**src/refresh_pkg.sv**
```systemverilog
// Purpose: shared constants for the staggered burst refresh sequencer
// Assumes: 40 MHz clock, one cpu t-state is two clock cycles
// Notes:   io addresses, field positions, reset values and cycle counts
package refresh_pkg;

  // ==========================================================
  // io ports
  localparam logic [15:0] control_addr      = 16'hfc89;
  localparam logic [15:0] status_addr       = 16'h0061;
  localparam logic [7:0]  control_reset     = 8'h00;
  localparam int          burst_lsb         = 2;
  localparam int          period_lsb        = 0;
  localparam int          toggle_bit        = 4;

  // ==========================================================
  // bank configuration codes
  localparam logic [1:0]  banks_one         = 2'h0;
  localparam logic [1:0]  banks_two         = 2'h1;

  // ==========================================================
  // timing
  localparam int clock_period_ns   = 25;
  localparam int tstate_ns         = 50;
  localparam int tstate_cycles     = tstate_ns / clock_period_ns;
  localparam int half_tstate_cyc   = tstate_cycles / 2;
  localparam int ras_low_halves    = 7;
  localparam int ras_low_cycles    = (ras_low_halves * tstate_ns / 2) / clock_period_ns;
  localparam int precharge_tstates = 2;
  localparam int precharge_cycles  = precharge_tstates * tstate_cycles;
  localparam int row_count         = 1024;
  localparam int base_period_ns    = 4000000;
  localparam int row_interval_cyc  = base_period_ns / (clock_period_ns * row_count);

  // phase marks, in cycles of the strobe, precharge and finish states
  localparam logic [3:0] a_last       = 4'(ras_low_cycles - 1);
  localparam logic [3:0] b_first      = 4'(half_tstate_cyc);
  localparam logic [3:0] b_last       = 4'(half_tstate_cyc + ras_low_cycles - 1);
  localparam logic [3:0] strobe_last  = 4'(half_tstate_cyc + ras_low_cycles);
  localparam logic [3:0] pre_last     = 4'(precharge_cycles - 2);
  localparam logic [3:0] finish_last  = 4'(tstate_cycles - 1);
  localparam logic [9:0] row_reset    = 10'h000;

  typedef enum logic [6:0] {
    st_idle      = 7'b0000001,
    st_hold      = 7'b0000010,
    st_high      = 7'b0000100,
    st_setup     = 7'b0001000,
    st_strobe    = 7'b0010000,
    st_precharge = 7'b0100000,
    st_finish    = 7'b1000000
  } state_t;

endpackage

```
**src/level_sync.sv**
```systemverilog
// Purpose: two flip-flop synchroniser for a pin level
// Assumes: input is asynchronous to clock
// Notes:   first stage is read only by the second
`timescale 1ns/10ps
module level_sync (
  input  wire logic clock,
  input  wire logic rst_b,
  input  wire logic din,
  output logic      dout
);
  logic stage;

  // ==========================================================
  // two stages
  always_ff @(posedge clock or negedge rst_b) begin
    if (!rst_b) begin
      stage <= 1'b0;
      dout  <= 1'b0;
    end else begin
      stage <= din;
      dout  <= stage;
    end
  end
endmodule

```
**src/interval_timer.sv**
```systemverilog
// Purpose: free running interval counter giving one-cycle ticks
// Assumes: interval of at least two cycles
// Notes:   a new interval takes effect at once, on the count already running
`timescale 1ns/10ps
module interval_timer (
  input  wire logic        clock,
  input  wire logic        rst_b,
  input  wire logic [15:0] interval,
  output logic             tick
);
  logic [15:0] count;
  wire         wrap = (count >= interval - 16'h0001);

  // ==========================================================
  // counter
  always_ff @(posedge clock or negedge rst_b) begin
    if (!rst_b) begin
      count <= 16'h0000;
      tick  <= 1'b0;
    end else begin
      count <= wrap ? 16'h0000 : count + 16'h0001;
      tick  <= wrap;
    end
  end
endmodule

```
**src/dram_refresh.sv**
```systemverilog
// Purpose: row-strobe-only refresh sequencer with hold handshake and bursts
// Assumes: t-state of two clocks, bank_select static while refreshing
// Notes:   control at io fc89, refresh reference bit 4 at io 0061
//
// Behaviour
// - refresh uses row strobes only, never a column strobe
// - raise hold_request and wait for hold_acknowledge before refreshing
// - on acknowledge all row strobes are driven high first
// - then refresh_active_n goes low and the row address is driven
// - strobes 0 and 2 fall first, 1 and 3 half a t-state later
// - one bank pulses strobe 0 only, two banks strobes 0 and 1
// - each strobe stays low 3.5 t-states then rises
// - row counter increments as strobes 0 and 2 rise, kept for next cycle
// - one t-state after strobes 1 and 3 rise last, end request and active
// - control bits 3-2 select 1, 2, 2 or 4 rows per cycle
// - between burst rows advance address, all strobes high two t-states
// - control bits 1-0 select 4, 8, 16 or 32 ms refresh period
// - status bit 4 toggles once per refresh cycle, resets to zero
`timescale 1ns/10ps
module dram_refresh #(
  parameter logic [15:0] row_interval = 16'(refresh_pkg::row_interval_cyc)
) (
  input  wire logic        clock,
  input  wire logic        rst_b,
  input  wire logic [15:0] io_addr,
  input  wire logic        io_write,
  input  wire logic        io_read,
  input  wire logic [7:0]  io_wdata,
  output logic [7:0]       io_rdata,
  input  wire logic [1:0]  bank_select,
  output logic             hold_request,
  input  wire logic        hold_acknowledge,
  output logic             refresh_active_n,
  output logic [9:0]       dram_address_bus,
  output logic             row_strobe_0_n,
  output logic             row_strobe_1_n,
  output logic             row_strobe_2_n,
  output logic             row_strobe_3_n
);
  import refresh_pkg::*;

  // ==========================================================
  // helpers
  function automatic logic [2:0] rows_per_burst(input logic [1:0] sel);
    case (sel)
      2'h0:    rows_per_burst = 3'h1;
      2'h3:    rows_per_burst = 3'h4;
      default: rows_per_burst = 3'h2;
    endcase
  endfunction

  // ==========================================================
  // declarations
  state_t      state;
  state_t      next_state;
  logic [3:0]  phase;
  logic [2:0]  rows_left;
  logic [9:0]  refresh_row;
  logic [7:0]  control;
  logic        pending;
  logic        refresh_toggle;
  logic        strobe_a_n;
  logic        strobe_b_n;
  logic        ack_sync;
  logic        tick;

  wire         control_hit = (io_addr == control_addr);
  wire         status_hit  = (io_addr == status_addr);
  wire [1:0]   burst_sel   = control[burst_lsb +: 2];
  wire [1:0]   period_sel  = control[period_lsb +: 2];
  wire [2:0]   burst_rows  = rows_per_burst(burst_sel);
  wire [15:0]  interval    = (row_interval << period_sel) * {13'h0000, burst_rows};
  wire [3:0]   next_phase  = (next_state != state) ? 4'h0 : phase + 4'h1;
  wire         last_row    = (rows_left == 3'h1);
  wire         strobe_end  = (state == st_strobe) && (phase == strobe_last);
  wire         a_rise      = (state == st_strobe) && (phase == a_last + 4'h1);
  wire         a_low_next  = (state == st_strobe) && (phase <= a_last);
  wire         b_low_next  = (state == st_strobe) && (phase >= b_first) && (phase <= b_last);
  wire         bank_two_up = (bank_select != banks_one);
  wire         bank_four   = (bank_select != banks_one) && (bank_select != banks_two);
  wire         cycle_done  = (state == st_finish) && (phase == finish_last);
  wire [7:0]   read_value  = control_hit ? control :
                             status_hit  ? (8'h00 | (8'(refresh_toggle) << toggle_bit)) : 8'h00;

  // ==========================================================
  // submodules
  level_sync ack_sync_u (
    .clock (clock),
    .rst_b (rst_b),
    .din   (hold_acknowledge),
    .dout  (ack_sync)
  );

  interval_timer timer_u (
    .clock    (clock),
    .rst_b    (rst_b),
    .interval (interval),
    .tick     (tick)
  );

  // ==========================================================
  // row strobe outputs, no column strobe exists
  assign row_strobe_0_n = strobe_a_n;
  assign row_strobe_2_n = strobe_a_n | ~bank_four;
  assign row_strobe_1_n = strobe_b_n | ~bank_two_up;
  assign row_strobe_3_n = strobe_b_n | ~bank_four;

  // ==========================================================
  // sequencer
  always_comb begin
    next_state = state;
    case (state)
      st_idle:      if (pending && !ack_sync) next_state = st_hold;
      st_hold:      if (ack_sync) next_state = st_high;
      st_high:      next_state = st_setup;
      st_setup:     next_state = st_strobe;
      st_strobe:    if (strobe_end) next_state = last_row ? st_finish : st_precharge;
      st_precharge: if (phase == pre_last) next_state = st_strobe;
      st_finish:    if (phase == finish_last) next_state = st_idle;
      default:      next_state = st_idle;
    endcase
  end

  always_ff @(posedge clock or negedge rst_b) begin
    if (!rst_b) begin
      state <= st_idle;
      phase <= 4'h0;
    end else begin
      state <= next_state;
      phase <= next_phase;
    end
  end

  // request pending, a new tick beats the clear
  always_ff @(posedge clock or negedge rst_b) begin
    if (!rst_b) begin
      pending <= 1'b0;
    end else if (tick) begin
      pending <= 1'b1;
    end else if (state == st_hold) begin
      pending <= 1'b0;
    end
  end

  // hold and refresh indication
  always_ff @(posedge clock or negedge rst_b) begin
    if (!rst_b) begin
      hold_request     <= 1'b0;
      refresh_active_n <= 1'b1;
    end else begin
      hold_request     <= (next_state != st_idle);
      refresh_active_n <= (next_state == st_idle) || (next_state == st_hold) ||
                          (next_state == st_high);
    end
  end

  // staggered strobes, 3.5 t-states low
  always_ff @(posedge clock or negedge rst_b) begin
    if (!rst_b) begin
      strobe_a_n <= 1'b1;
      strobe_b_n <= 1'b1;
    end else begin
      strobe_a_n <= ~a_low_next;
      strobe_b_n <= ~b_low_next;
    end
  end

  // row counter, burst count and address
  always_ff @(posedge clock or negedge rst_b) begin
    if (!rst_b) begin
      refresh_row      <= row_reset;
      rows_left        <= 3'h0;
      dram_address_bus <= row_reset;
    end else begin
      if (a_rise) begin
        refresh_row <= refresh_row + 10'h001;
      end
      if (state == st_high) begin
        rows_left        <= burst_rows;
        dram_address_bus <= refresh_row;
      end else if (strobe_end) begin
        rows_left <= rows_left - 3'h1;
        if (!last_row) begin
          dram_address_bus <= refresh_row;
        end
      end
    end
  end

  // ==========================================================
  // io registers
  always_ff @(posedge clock or negedge rst_b) begin
    if (!rst_b) begin
      control        <= control_reset;
      refresh_toggle <= 1'b0;
      io_rdata       <= 8'h00;
    end else begin
      if (io_write && control_hit) begin
        control <= io_wdata;
      end
      if (cycle_done) begin
        refresh_toggle <= ~refresh_toggle;
      end
      if (io_read) begin
        io_rdata <= read_value;
      end
    end
  end

  // ==========================================================
  // assertions
  hold_covers_ref_a: assert property (@(posedge clock) disable iff (!rst_b)
    !refresh_active_n |-> hold_request) else $error("refresh active without hold request");

  high_on_ack_a: assert property (@(posedge clock) disable iff (!rst_b)
    state == st_high |-> strobe_a_n && strobe_b_n) else $error("strobe low at acknowledge");

  ref_before_ras_a: assert property (@(posedge clock) disable iff (!rst_b)
    $fell(refresh_active_n) |-> strobe_a_n ##2 !strobe_a_n) else $error("refresh active timing wrong");

  stagger_half_a: assert property (@(posedge clock) disable iff (!rst_b)
    $fell(strobe_a_n) |-> strobe_b_n ##1 !strobe_b_n) else $error("strobe stagger wrong");

  one_bank_a: assert property (@(posedge clock) disable iff (!rst_b)
    bank_select == banks_one |-> row_strobe_1_n && row_strobe_2_n && row_strobe_3_n)
    else $error("extra bank strobed");

  ras_width_a: assert property (@(posedge clock) disable iff (!rst_b)
    $fell(strobe_a_n) |-> !strobe_a_n [*7] ##1 strobe_a_n) else $error("row strobe width wrong");

  row_inc_a: assert property (@(posedge clock) disable iff (!rst_b)
    $rose(strobe_a_n) |-> refresh_row == 10'($past(refresh_row) + 10'h001)) else $error("row not incremented");

  end_tstate_a: assert property (@(posedge clock) disable iff (!rst_b)
    $rose(refresh_active_n) |-> !hold_request && $past(strobe_b_n, 2) && !$past(strobe_b_n, 3))
    else $error("cycle end timing wrong");

  precharge_gap_a: assert property (@(posedge clock) disable iff (!rst_b)
    $rose(strobe_b_n) && !refresh_active_n ##1 !refresh_active_n && state != st_finish
    |-> strobe_a_n [*3] ##1 !strobe_a_n) else $error("precharge gap wrong");

  toggle_per_cycle_a: assert property (@(posedge clock) disable iff (!rst_b)
    $rose(refresh_active_n) |-> refresh_toggle != $past(refresh_toggle)) else $error("toggle missing");

  fresh_ack_a: assert property (@(posedge clock) disable iff (!rst_b)
    $rose(hold_request) |-> !ack_sync)
    else $error("stale acknowledge at new request");

  idle_quiet_a: assert property (@(posedge clock) disable iff (!rst_b)
    !hold_request |-> refresh_active_n && strobe_a_n && strobe_b_n)
    else $error("refresh activity without hold");

  addr_at_ref_a: assert property (@(posedge clock) disable iff (!rst_b)
    $fell(refresh_active_n) |-> dram_address_bus == refresh_row)
    else $error("row address not driven");

  addr_steady_a: assert property (@(posedge clock) disable iff (!rst_b)
    state == st_strobe |-> $stable(dram_address_bus))
    else $error("row address moved under strobe");

  odd_follow_a: assert property (@(posedge clock) disable iff (!rst_b)
    bank_two_up && $fell(row_strobe_0_n) |=> $fell(row_strobe_1_n))
    else $error("strobe 1 not half a t-state later");

  even_pair_a: assert property (@(posedge clock) disable iff (!rst_b)
    bank_four && $fell(row_strobe_0_n) |-> $fell(row_strobe_2_n))
    else $error("strobe 2 not with strobe 0");

  two_bank_a: assert property (@(posedge clock) disable iff (!rst_b)
    bank_select == banks_two |-> row_strobe_2_n && row_strobe_3_n)
    else $error("bank three or four strobed");

  b_width_a: assert property (@(posedge clock) disable iff (!rst_b)
    $fell(strobe_b_n) |-> !strobe_b_n [*7] ##1 strobe_b_n)
    else $error("late strobe width wrong");

  row_steady_a: assert property (@(posedge clock) disable iff (!rst_b)
    !$rose(strobe_a_n) |-> $stable(refresh_row))
    else $error("row counter moved off strobe rise");

  end_together_a: assert property (@(posedge clock) disable iff (!rst_b)
    $fell(hold_request) |-> $rose(refresh_active_n))
    else $error("hold and refresh end apart");

  rows_done_a: assert property (@(posedge clock) disable iff (!rst_b)
    state == st_finish |-> rows_left == 3'h0)
    else $error("burst ended early");

  precharge_high_a: assert property (@(posedge clock) disable iff (!rst_b)
    state == st_precharge |-> row_strobe_0_n && row_strobe_1_n && row_strobe_2_n && row_strobe_3_n)
    else $error("strobe low in precharge");

  toggle_once_a: assert property (@(posedge clock) disable iff (!rst_b)
    !cycle_done |=> refresh_toggle == $past(refresh_toggle))
    else $error("toggle outside cycle end");

  tick_pend_a: assert property (@(posedge clock) disable iff (!rst_b)
    tick |=> pending)
    else $error("tick lost");

  burst_four_c: cover property (@(posedge clock) disable iff (!rst_b)
    state == st_high && burst_rows == 3'h4);
  precharge_c: cover property (@(posedge clock) disable iff (!rst_b)
    state == st_precharge);
  cycle_end_c: cover property (@(posedge clock) disable iff (!rst_b)
    cycle_done && bank_four);
  burst_two_c: cover property (@(posedge clock) disable iff (!rst_b)
    state == st_high && burst_rows == 3'h2);
  two_bank_c: cover property (@(posedge clock) disable iff (!rst_b)
    !row_strobe_1_n && row_strobe_2_n);
endmodule

```
**config.mk**
```make
export PLATFORM = sky130hd
export DESIGN_NAME = dram_refresh
export DESIGN_NICKNAME = d
export VERILOG_FILES = /design/src/refresh_pkg.sv /design/src/level_sync.sv /design/src/interval_timer.sv /design/src/dram_refresh.sv
export SDC_FILE = /design/constraint.sdc
export NUM_CORES = 1
export LEC_CHECK = 0
export ABC_CLOCK_PERIOD_IN_PS = 9200
export BUFFER_PORTS_ARGS = -buffer_cell sky130_fd_sc_hd__buf_4
export CELL_PAD_IN_SITES_DETAIL_PLACEMENT = 0
export CELL_PAD_IN_SITES_GLOBAL_PLACEMENT = 1
export CORE_MARGIN = 2
export CORE_UTILIZATION = 49
export CTS_CLUSTER_DIAMETER = 150
export CTS_CLUSTER_SIZE = 40
export DETAILED_ROUTE_END_ITERATION = 6
export GPL_TIMING_DRIVEN = 1
export HOLD_SLACK_MARGIN = 0.12
export PLACE_DENSITY = 0.86
export SLEW_MARGIN = 20
export SYNTH_ARGS = -nofsm -noshare
export SYNTH_HDL_FRONTEND = slang
export SYNTH_SLANG_ARGS = --single-unit
```
**constraint.sdc**
```tcl
create_clock -name clock -period 9.2 [get_ports clock]
set_clock_uncertainty 0.1 [all_clocks]
set_input_delay 1.84 -clock clock [delete_from_list [all_inputs] [get_ports clock]]
set_output_delay 1.84 -clock clock [all_outputs]
set_load 0.005 [all_outputs]
```
==> impl_metrics.env, run 1 <==
export IMPL_status="complete, no violations"
export IMPL_drv_slew=0
export IMPL_nets=648
export IMPL_rows=36
export IMPL_synth_xor_area_frac=0.06898
export IMPL_area_growth_pct=15.74
export IMPL_yosys_warnings=0
export IMPL_antenna_cells=0
export IMPL_rsz0062_at_grt="no"
export IMPL_clk_latency_ns=0.36
export IMPL_timing_rr_end="timer_u.tick$_DFF_PN0_"
export IMPL_peakVddDrop_v=0.00009081
export IMPL_mappedNetlistNets=595
export IMPL_cts_path_max_buffers=2
export IMPL_slew_headroom=0.3894
export IMPL_first_global_vias=3533
export IMPL_io_buffer_count=54
export IMPL_setup_viol=0
export IMPL_startpoint_type="flop"
export IMPL_cts_tree="done"
export IMPL_drive_gt1_frac=0.1800
export IMPL_io_pins=55
export IMPL_drt_total_wl_um=9396
export IMPL_hold_path_end="ack_sync_u.dout$_DFF_PN0_"
export IMPL_h_tree_depth=3
export IMPL_syn_mean_instance_area_um2=9.592
export IMPL_maxCapViolations=0
export IMPL_vias=3682
export IMPL_cts_resized=0
export IMPL_ys_dominant_reg_cell="dfrtp_1"
export IMPL_period_minus_slack_ns=5.162
export IMPL_yosysUniqueCellTypes=51
export IMPL_hold_path_class="flop to flop"
export IMPL_powerDensity_nw_per_um2=151.7
export IMPL_end_kind="flop"
export IMPL_synth_compound_area_frac=0.08973
export IMPL_grt_max_degree=76
export IMPL_yosys_mux_area_fraction=0.04668
export IMPL_synth_area_um2=4825
export IMPL_path_clk_slew_ns=0.09
export IMPL_route_detailed_drc=0
export IMPL_whs_ns=0.2536
export IMPL_cts_sinks=75
export IMPL_netlist_instances=503
export IMPL_hold_buffers=0
export IMPL_synth_top_family_by_area="simple AND/OR/NAND/NOR gates"
export IMPL_wire_per_inst_um=13.54
export IMPL_timing_rr_start="control[1]$_DFFE_PN0P_"
export IMPL_grt_pass1_wl_um=15570
export IMPL_synthSimpleGateAreaFrac=0.1854
export IMPL_timing_final_crit_share=0.5611
export IMPL_ant_nets=0
export IMPL_overflow=0
export IMPL_synth_edff_count=0
export IMPL_drtIter0Drc=89
export IMPL_core_um2=9684
export IMPL_synth_adder_area_share=0.1706
export IMPL_grtUsageTotal=0.1850
export IMPL_dpl_hpwl_um=7066
export IMPL_hold_viol=0
export IMPL_first_pass_iters=4
export IMPL_start_util=0.4982
export IMPL_postSynth_asyncResetShare=1.000
export IMPL_tightest_slew_ns=0.9159
export IMPL_cts_root_buffer="clkbuf_8"
export IMPL_power_mw=0.8474
export IMPL_cp_max_fo=17
export IMPL_whs_path_depth=0
export IMPL_setup_tns_final_ns=0
export IMPL_holdCritStartpoint="ack_sync_u.stage$_DFF_PN0_"
export IMPL_cts_made_buffers=9
export IMPL_p_leak_nw=2.622
export IMPL_arrival_ns=5.36
export IMPL_yosysSeqAreaShare=0.3900
export IMPL_required_ns=9.39
export IMPL_dieArea_um2=10660
export IMPL_place_congestion=0.8302
export IMPL_timing_fmax_mhz=193.7
export IMPL_ys_ff_latch=75
export IMPL_critical_path_class="flop to flop"
export IMPL_via_per_inst=5.305
export IMPL_r2r_slack_ns=4.04
export IMPL_cts_setup_buffers=0
export IMPL_r2r_cells=18
export IMPL_antenna_found_initial=0
export IMPL_fp_dieW_um=103.2
export IMPL_die_h_um=103.2
==> critical path, stage by stage (launching register included) <==
cell and delay (ns):
dfrtp_1 0.52, inv_1 0.18, ha_1 0.23, nand2b_1 0.15, ha_1 0.30, fa_1 0.53, inv_1 0.04, ha_1 0.35
a21o_1 0.20, a21oi_1 0.21, a21boi_0 0.16, or4_1 0.41, o311a_1 0.16, ha_1 0.30, nand4_1 0.08, a211oi_1 0.17
o21ai_0 0.14, o21ai_2 0.62, or2_2 0.23
==> area by class of cell <==
type / instances / area, um2
clock buffer: 9 / 123.9
clock inverter: 7 / 106.4
fill: 842 / 4100
inverter: 49 / 183.9
multi-input combinational: 367 / 2716
sequential: 75 / 1882
tap: 133 / 166.4
timing repair buffer: 54 / 405.4
==> registers in the layout, summed over array words and instances (netlist names), 3 cells and up <==
name,flops
refresh_row,10
io_rdata,8
timer_u.count,16
control,8
dram_address_bus,10
state,7
rows_left,3
phase,4
==> routing by layer <==
layer	track usage	vias up	routed length [um]
met4	0.06073	0	138
met2	0.3072	48	4692
met3	0.03898	10	240
met1	0.2427	1798	4325
met5	0	-	0
li1	-	1826	-
==> cells by family (layout without fill, tap and decap cells) <==
family / after synthesis / in the layout
AOI/OAI and AO/OA: 68 / 68
xor gates and xnor gates: 38 / 38
adders and majority gates: 61 / 61
buffers and inverters: 61 / 119
DFF: 75 / 75
muxes: 20 / 20
and+or+nand+nor: 180 / 180
==> how the worst max path moves through the flow <==
stage | from | to | slack, ns | depth (start not counted)
after global placement | control[2]$_DFFE_PN0P_ | timer_u.tick$_DFF_PN0_ | 3.90 | 18
after floorplan | control[2]$_DFFE_PN0P_ | timer_u.count[10]$_DFF_PN0_ | 4.33 | 20
after CTS | control[3]$_DFFE_PN0P_ | timer_u.tick$_DFF_PN0_ | 3.70 | 18
final | control[1]$_DFFE_PN0P_ | timer_u.tick$_DFF_PN0_ | 4.04 | 18
after detailed placement | control[2]$_DFFE_PN0P_ | timer_u.tick$_DFF_PN0_ | 3.73 | 18
after global routing | control[1]$_DFFE_PN0P_ | timer_u.tick$_DFF_PN0_ | 3.60 | 18
==> per-stage QoR <==
step	cells	utilization	area [um2]	setup WS, ns
5_1_grt	694	0.5766	5584	3.602
2_1_floorplan	503	-	4825	4.332
4_1_cts	694	0.5762	5580	3.697
3_5_place_dp	678	0.5525	5350	3.729
3_3_place_gp	678	0.5521	5346	3.904
6_report	694	0.5766	5584	4.038
==> layout by cell type, fill, tap and decap left out, drive strengths merged, types with 4 or more instances in the layout <==
master / count
a21oi: 18
clkbuf: 9
dfrtp: 71
o21a: 4
nand2: 49
fa: 8
nand4: 9
mux2: 20
nor2b: 8
buf: 54
o22ai: 8
inv: 53
nand2b: 12
nor3: 24
xor2: 19
o21ai: 17
ha: 53
dfstp: 4
nand3: 18
xnor2: 19
nor2: 34
==> report_power, final <==
group | switching (mW) | internal (mW)
logic | 0.0845 | 0.0708
clock network | 0.138 | 0.158
registers | 0.0348 | 0.361
total | 0.258 | 0.590
==> Yosys cell counts, types with 8 or more instances <==
master	number	share of area
dfrtp_1	71	0.37
ha_1	53	0.14
inv_1	49	0.038
nand2_1	49	0.038
nor2_1	34	0.026
nor3_1	24	0.025
mux2_2	20	0.047
xnor2_1	19	0.034
xor2_1	19	0.034
a21oi_1	18	0.019
nand3_1	18	0.019
o21ai_0	15	0.016
nand2b_1	12	0.016
clkbuf_1	10	0.0078
nand4_1	9	0.012
fa_1	8	0.033
nor2b_1	8	0.010
o22ai_1	8	0.010
Power figures use the tool's default switching activity.
==> run 2, diff against run 1 <==
- ABC_CLOCK_PERIOD_IN_PS: 9200 -> 5200
- CORE_UTILIZATION: 49 -> 46
- PLACE_DENSITY: 0.86 -> 0.82
- clock period: 9.2 -> 5.2 ns (I/O delays scaled with it)
==> run 2 against run 1 <==
  * Combinational power is 76% higher
  * Critical path depth stayed put
  * Worst setup slack worse by 3.7 ns
  * Via count is 0.60% lower
  * Sequential share of layout area is 0.053 points higher
  * Global-route usage is 1.4 points lower
  * Core utilization is 3.1 points lower
  * First-iteration DRC count is 66% higher
  * Clock-buffer cell count stayed put
  * Highest routed layer unchanged
==> impl_metrics.env, run 2 (synthesis gave the netlist of run 1 again) <==
export IMPL_first_global_vias=3599
export IMPL_grtUsageTotal=0.1714
export IMPL_setup_ws_ns=0.3491
export IMPL_timing_fmax_mhz=206.1
export IMPL_fp_dieW_um=106.4
export IMPL_power_mw=1.397
export IMPL_arrival_ns=5.03
export IMPL_grt_pass1_wl_um=15720
export IMPL_slowest_stage="fa_1"
export IMPL_place_ws_ns=-0.02211
export IMPL_slew_headroom=0.3820
export IMPL_clk_latency_ns=0.37
export IMPL_dieArea_um2=11320
export IMPL_cts_setup_buffers=0
export IMPL_powerDensity_nw_per_um2=250.5
export IMPL_vias=3660
export IMPL_final_common_cell="dfrtp_1"
export IMPL_cts_made_buffers=9
export IMPL_rsz0062_at_grt="no"
export IMPL_startpoint_type="flop"
export IMPL_rows=37
export IMPL_timing_final_crit_share=0.9329
export IMPL_via_per_inst=5.221
export IMPL_antenna_cells=0
export IMPL_core_um2=10230
export IMPL_cts_sinks=75
export IMPL_grt_max_degree=76
export IMPL_wire_per_inst_um=13.16
export IMPL_overflow=0
export IMPL_drive_gt1_frac=0.1876
export IMPL_h_tree_depth=3
export IMPL_io_buffer_count=54
export IMPL_ant_nets=0
export IMPL_tightest_slew_ns=0.9270
export IMPL_die_h_um=106.4
export IMPL_start_util=0.4716
export IMPL_required_ns=5.38
export IMPL_drt_total_wl_um=9222
export IMPL_cts_tree="done"
export IMPL_cts_path_max_buffers=2
export IMPL_path_clk_slew_ns=0.09
export IMPL_largest_register_ff_count=16
export IMPL_path_common_cell="ha_1"
export IMPL_critPathMaxStageDelay_ns=0.54
export IMPL_hold_viol=0
export IMPL_critical_path_class="flop to flop"
export IMPL_area_growth_pct=15.64
export IMPL_p_leak_nw=2.614
export IMPL_dpl_cell_count=685
export IMPL_end_kind="flop"
export IMPL_cts_root_buffer="clkbuf_8"
export IMPL_peakVddDrop_v=0.0001318
export IMPL_nFillCells=929
export IMPL_drv_slew=0
export IMPL_cp_max_fo=13
export IMPL_reg_largest_list="timer_u.count (16), dram_address_bus (10), refresh_row (10)"
export IMPL_final_cells=701
export IMPL_max_flop_register="timer_u.count"
export IMPL_hold_path_class="flop to flop"
export IMPL_whs_ns=0.2558
export IMPL_nets=652
export IMPL_antenna_found_initial=0
export IMPL_io_pins=55
export IMPL_drtIter0Drc=148
export IMPL_place_congestion=0.8040
export IMPL_maxCapViolations=0
export IMPL_first_pass_iters=4
export IMPL_crit_chain="inv_1 -> ha_1 -> nand2b_1 -> ha_1 -> fa_1 -> inv_1 -> ha_1 -> a21o_1 -> a21oi_1 -> a21boi_0 -> or4_1 -> o311a_1 -> ha_1 -> nor2b_1 -> o21ai_0 -> a21oi_4 -> buf_4 -> nor3b_1"
export IMPL_route_detailed_drc=0
export IMPL_period_minus_slack_ns=4.851
export IMPL_dpl_hpwl_um=7037
export IMPL_mostFrequentLayoutCells="dfrtp_1, buf_4, ha_1"
export IMPL_status="complete, no violations"
export IMPL_setup_viol=0
-- run 2: cell count changes in the layout (fill, tap and decap cells not counted), sizes merged --
cell | previous run | this run
clkinvlp | 0 | 2
buf | 54 | 58
bufinv | 2 | 0
-- run 2: cell type report --
type,count,area (um2),area share
Multi-Input combinational cell,367,2725,0.4884
Sequential cell,75,1883,0.3375
Timing Repair Buffer,58,435.4,0.07804
Inverter,49,183.9,0.03297
Tap cell,136,170.2,0.03050
Clock buffer,9,123.9,0.02220
Clock inverter,7,57.56,0.01032
-- run 2: path summary, 6_finish.rpt --
| path | slack [ns] | depth (start not counted) | from | to |
|---|---|---|---|---|
| min in group asynchronous | 0.72 | 1 | rst_b | state[6]$_DFF_PN0_ |
| worst max-delay path | 0.35 | 18 | control[2]$_DFFE_PN0P_ | timer_u.count[1]$_DFF_PN0_ |
| worst min-delay path | 0.26 | 0 | ack_sync_u.stage$_DFF_PN0_ | ack_sync_u.dout$_DFF_PN0_ |
| worst min register to register | 0.26 | 0 | ack_sync_u.stage$_DFF_PN0_ | ack_sync_u.dout$_DFF_PN0_ |
| max in group asynchronous | 3.64 | 1 | rst_b | control[1]$_DFFE_PN0P_ |
| worst max register to register | 0.35 | 18 | control[2]$_DFFE_PN0P_ | timer_u.count[1]$_DFF_PN0_ |
-- run 2: per-stage QoR --
step | util | area (um2) | setup TNS [ns]
after floorplan | - | 4825 | 0
after global placement | 0.5259 | 5380 | 0
after detailed placement | 0.5259 | 5380 | -0.09006
after CTS | 0.5440 | 5565 | 0
after global routing | 0.5453 | 5579 | 0
final | 0.5453 | 5579 | 0
-- run 2: layer usage --
metal / up-vias / track usage / share of wire
met3: 11 / 0.03188 / 0.028
met4: 0 / 0.06494 / 0.016
li1: 1831 / - / -
met2: 48 / 0.2930 / 0.49
met5: - / 0 / 0
met1: 1770 / 0.2157 / 0.46
-- run 2: worst max-delay path, delay by kind of cell, from the launching register on --
family,cells,cell delay (ns)
buf+inv,3,0.28
compound gates,6,1.17
simple gates,4,0.87
flops,1,0.40
fa+ha+maj,5,1.93
-- run 2: timing repair --
item                       CTS  global route
gates resized for setup      1             3
cloned                       0             0
hold buffers                 0             0
setup endpoints to repair    5             9
-- run 2: power breakdown --
group / leakage [nW] / internal, mW / switching [mW]
Sequential: 1.00 / 0.639 / 0.0619
Clock: 0.0886 / 0.180 / 0.243
Combinational: 1.52 / 0.126 / 0.148
Total: 2.61 / 0.945 / 0.453
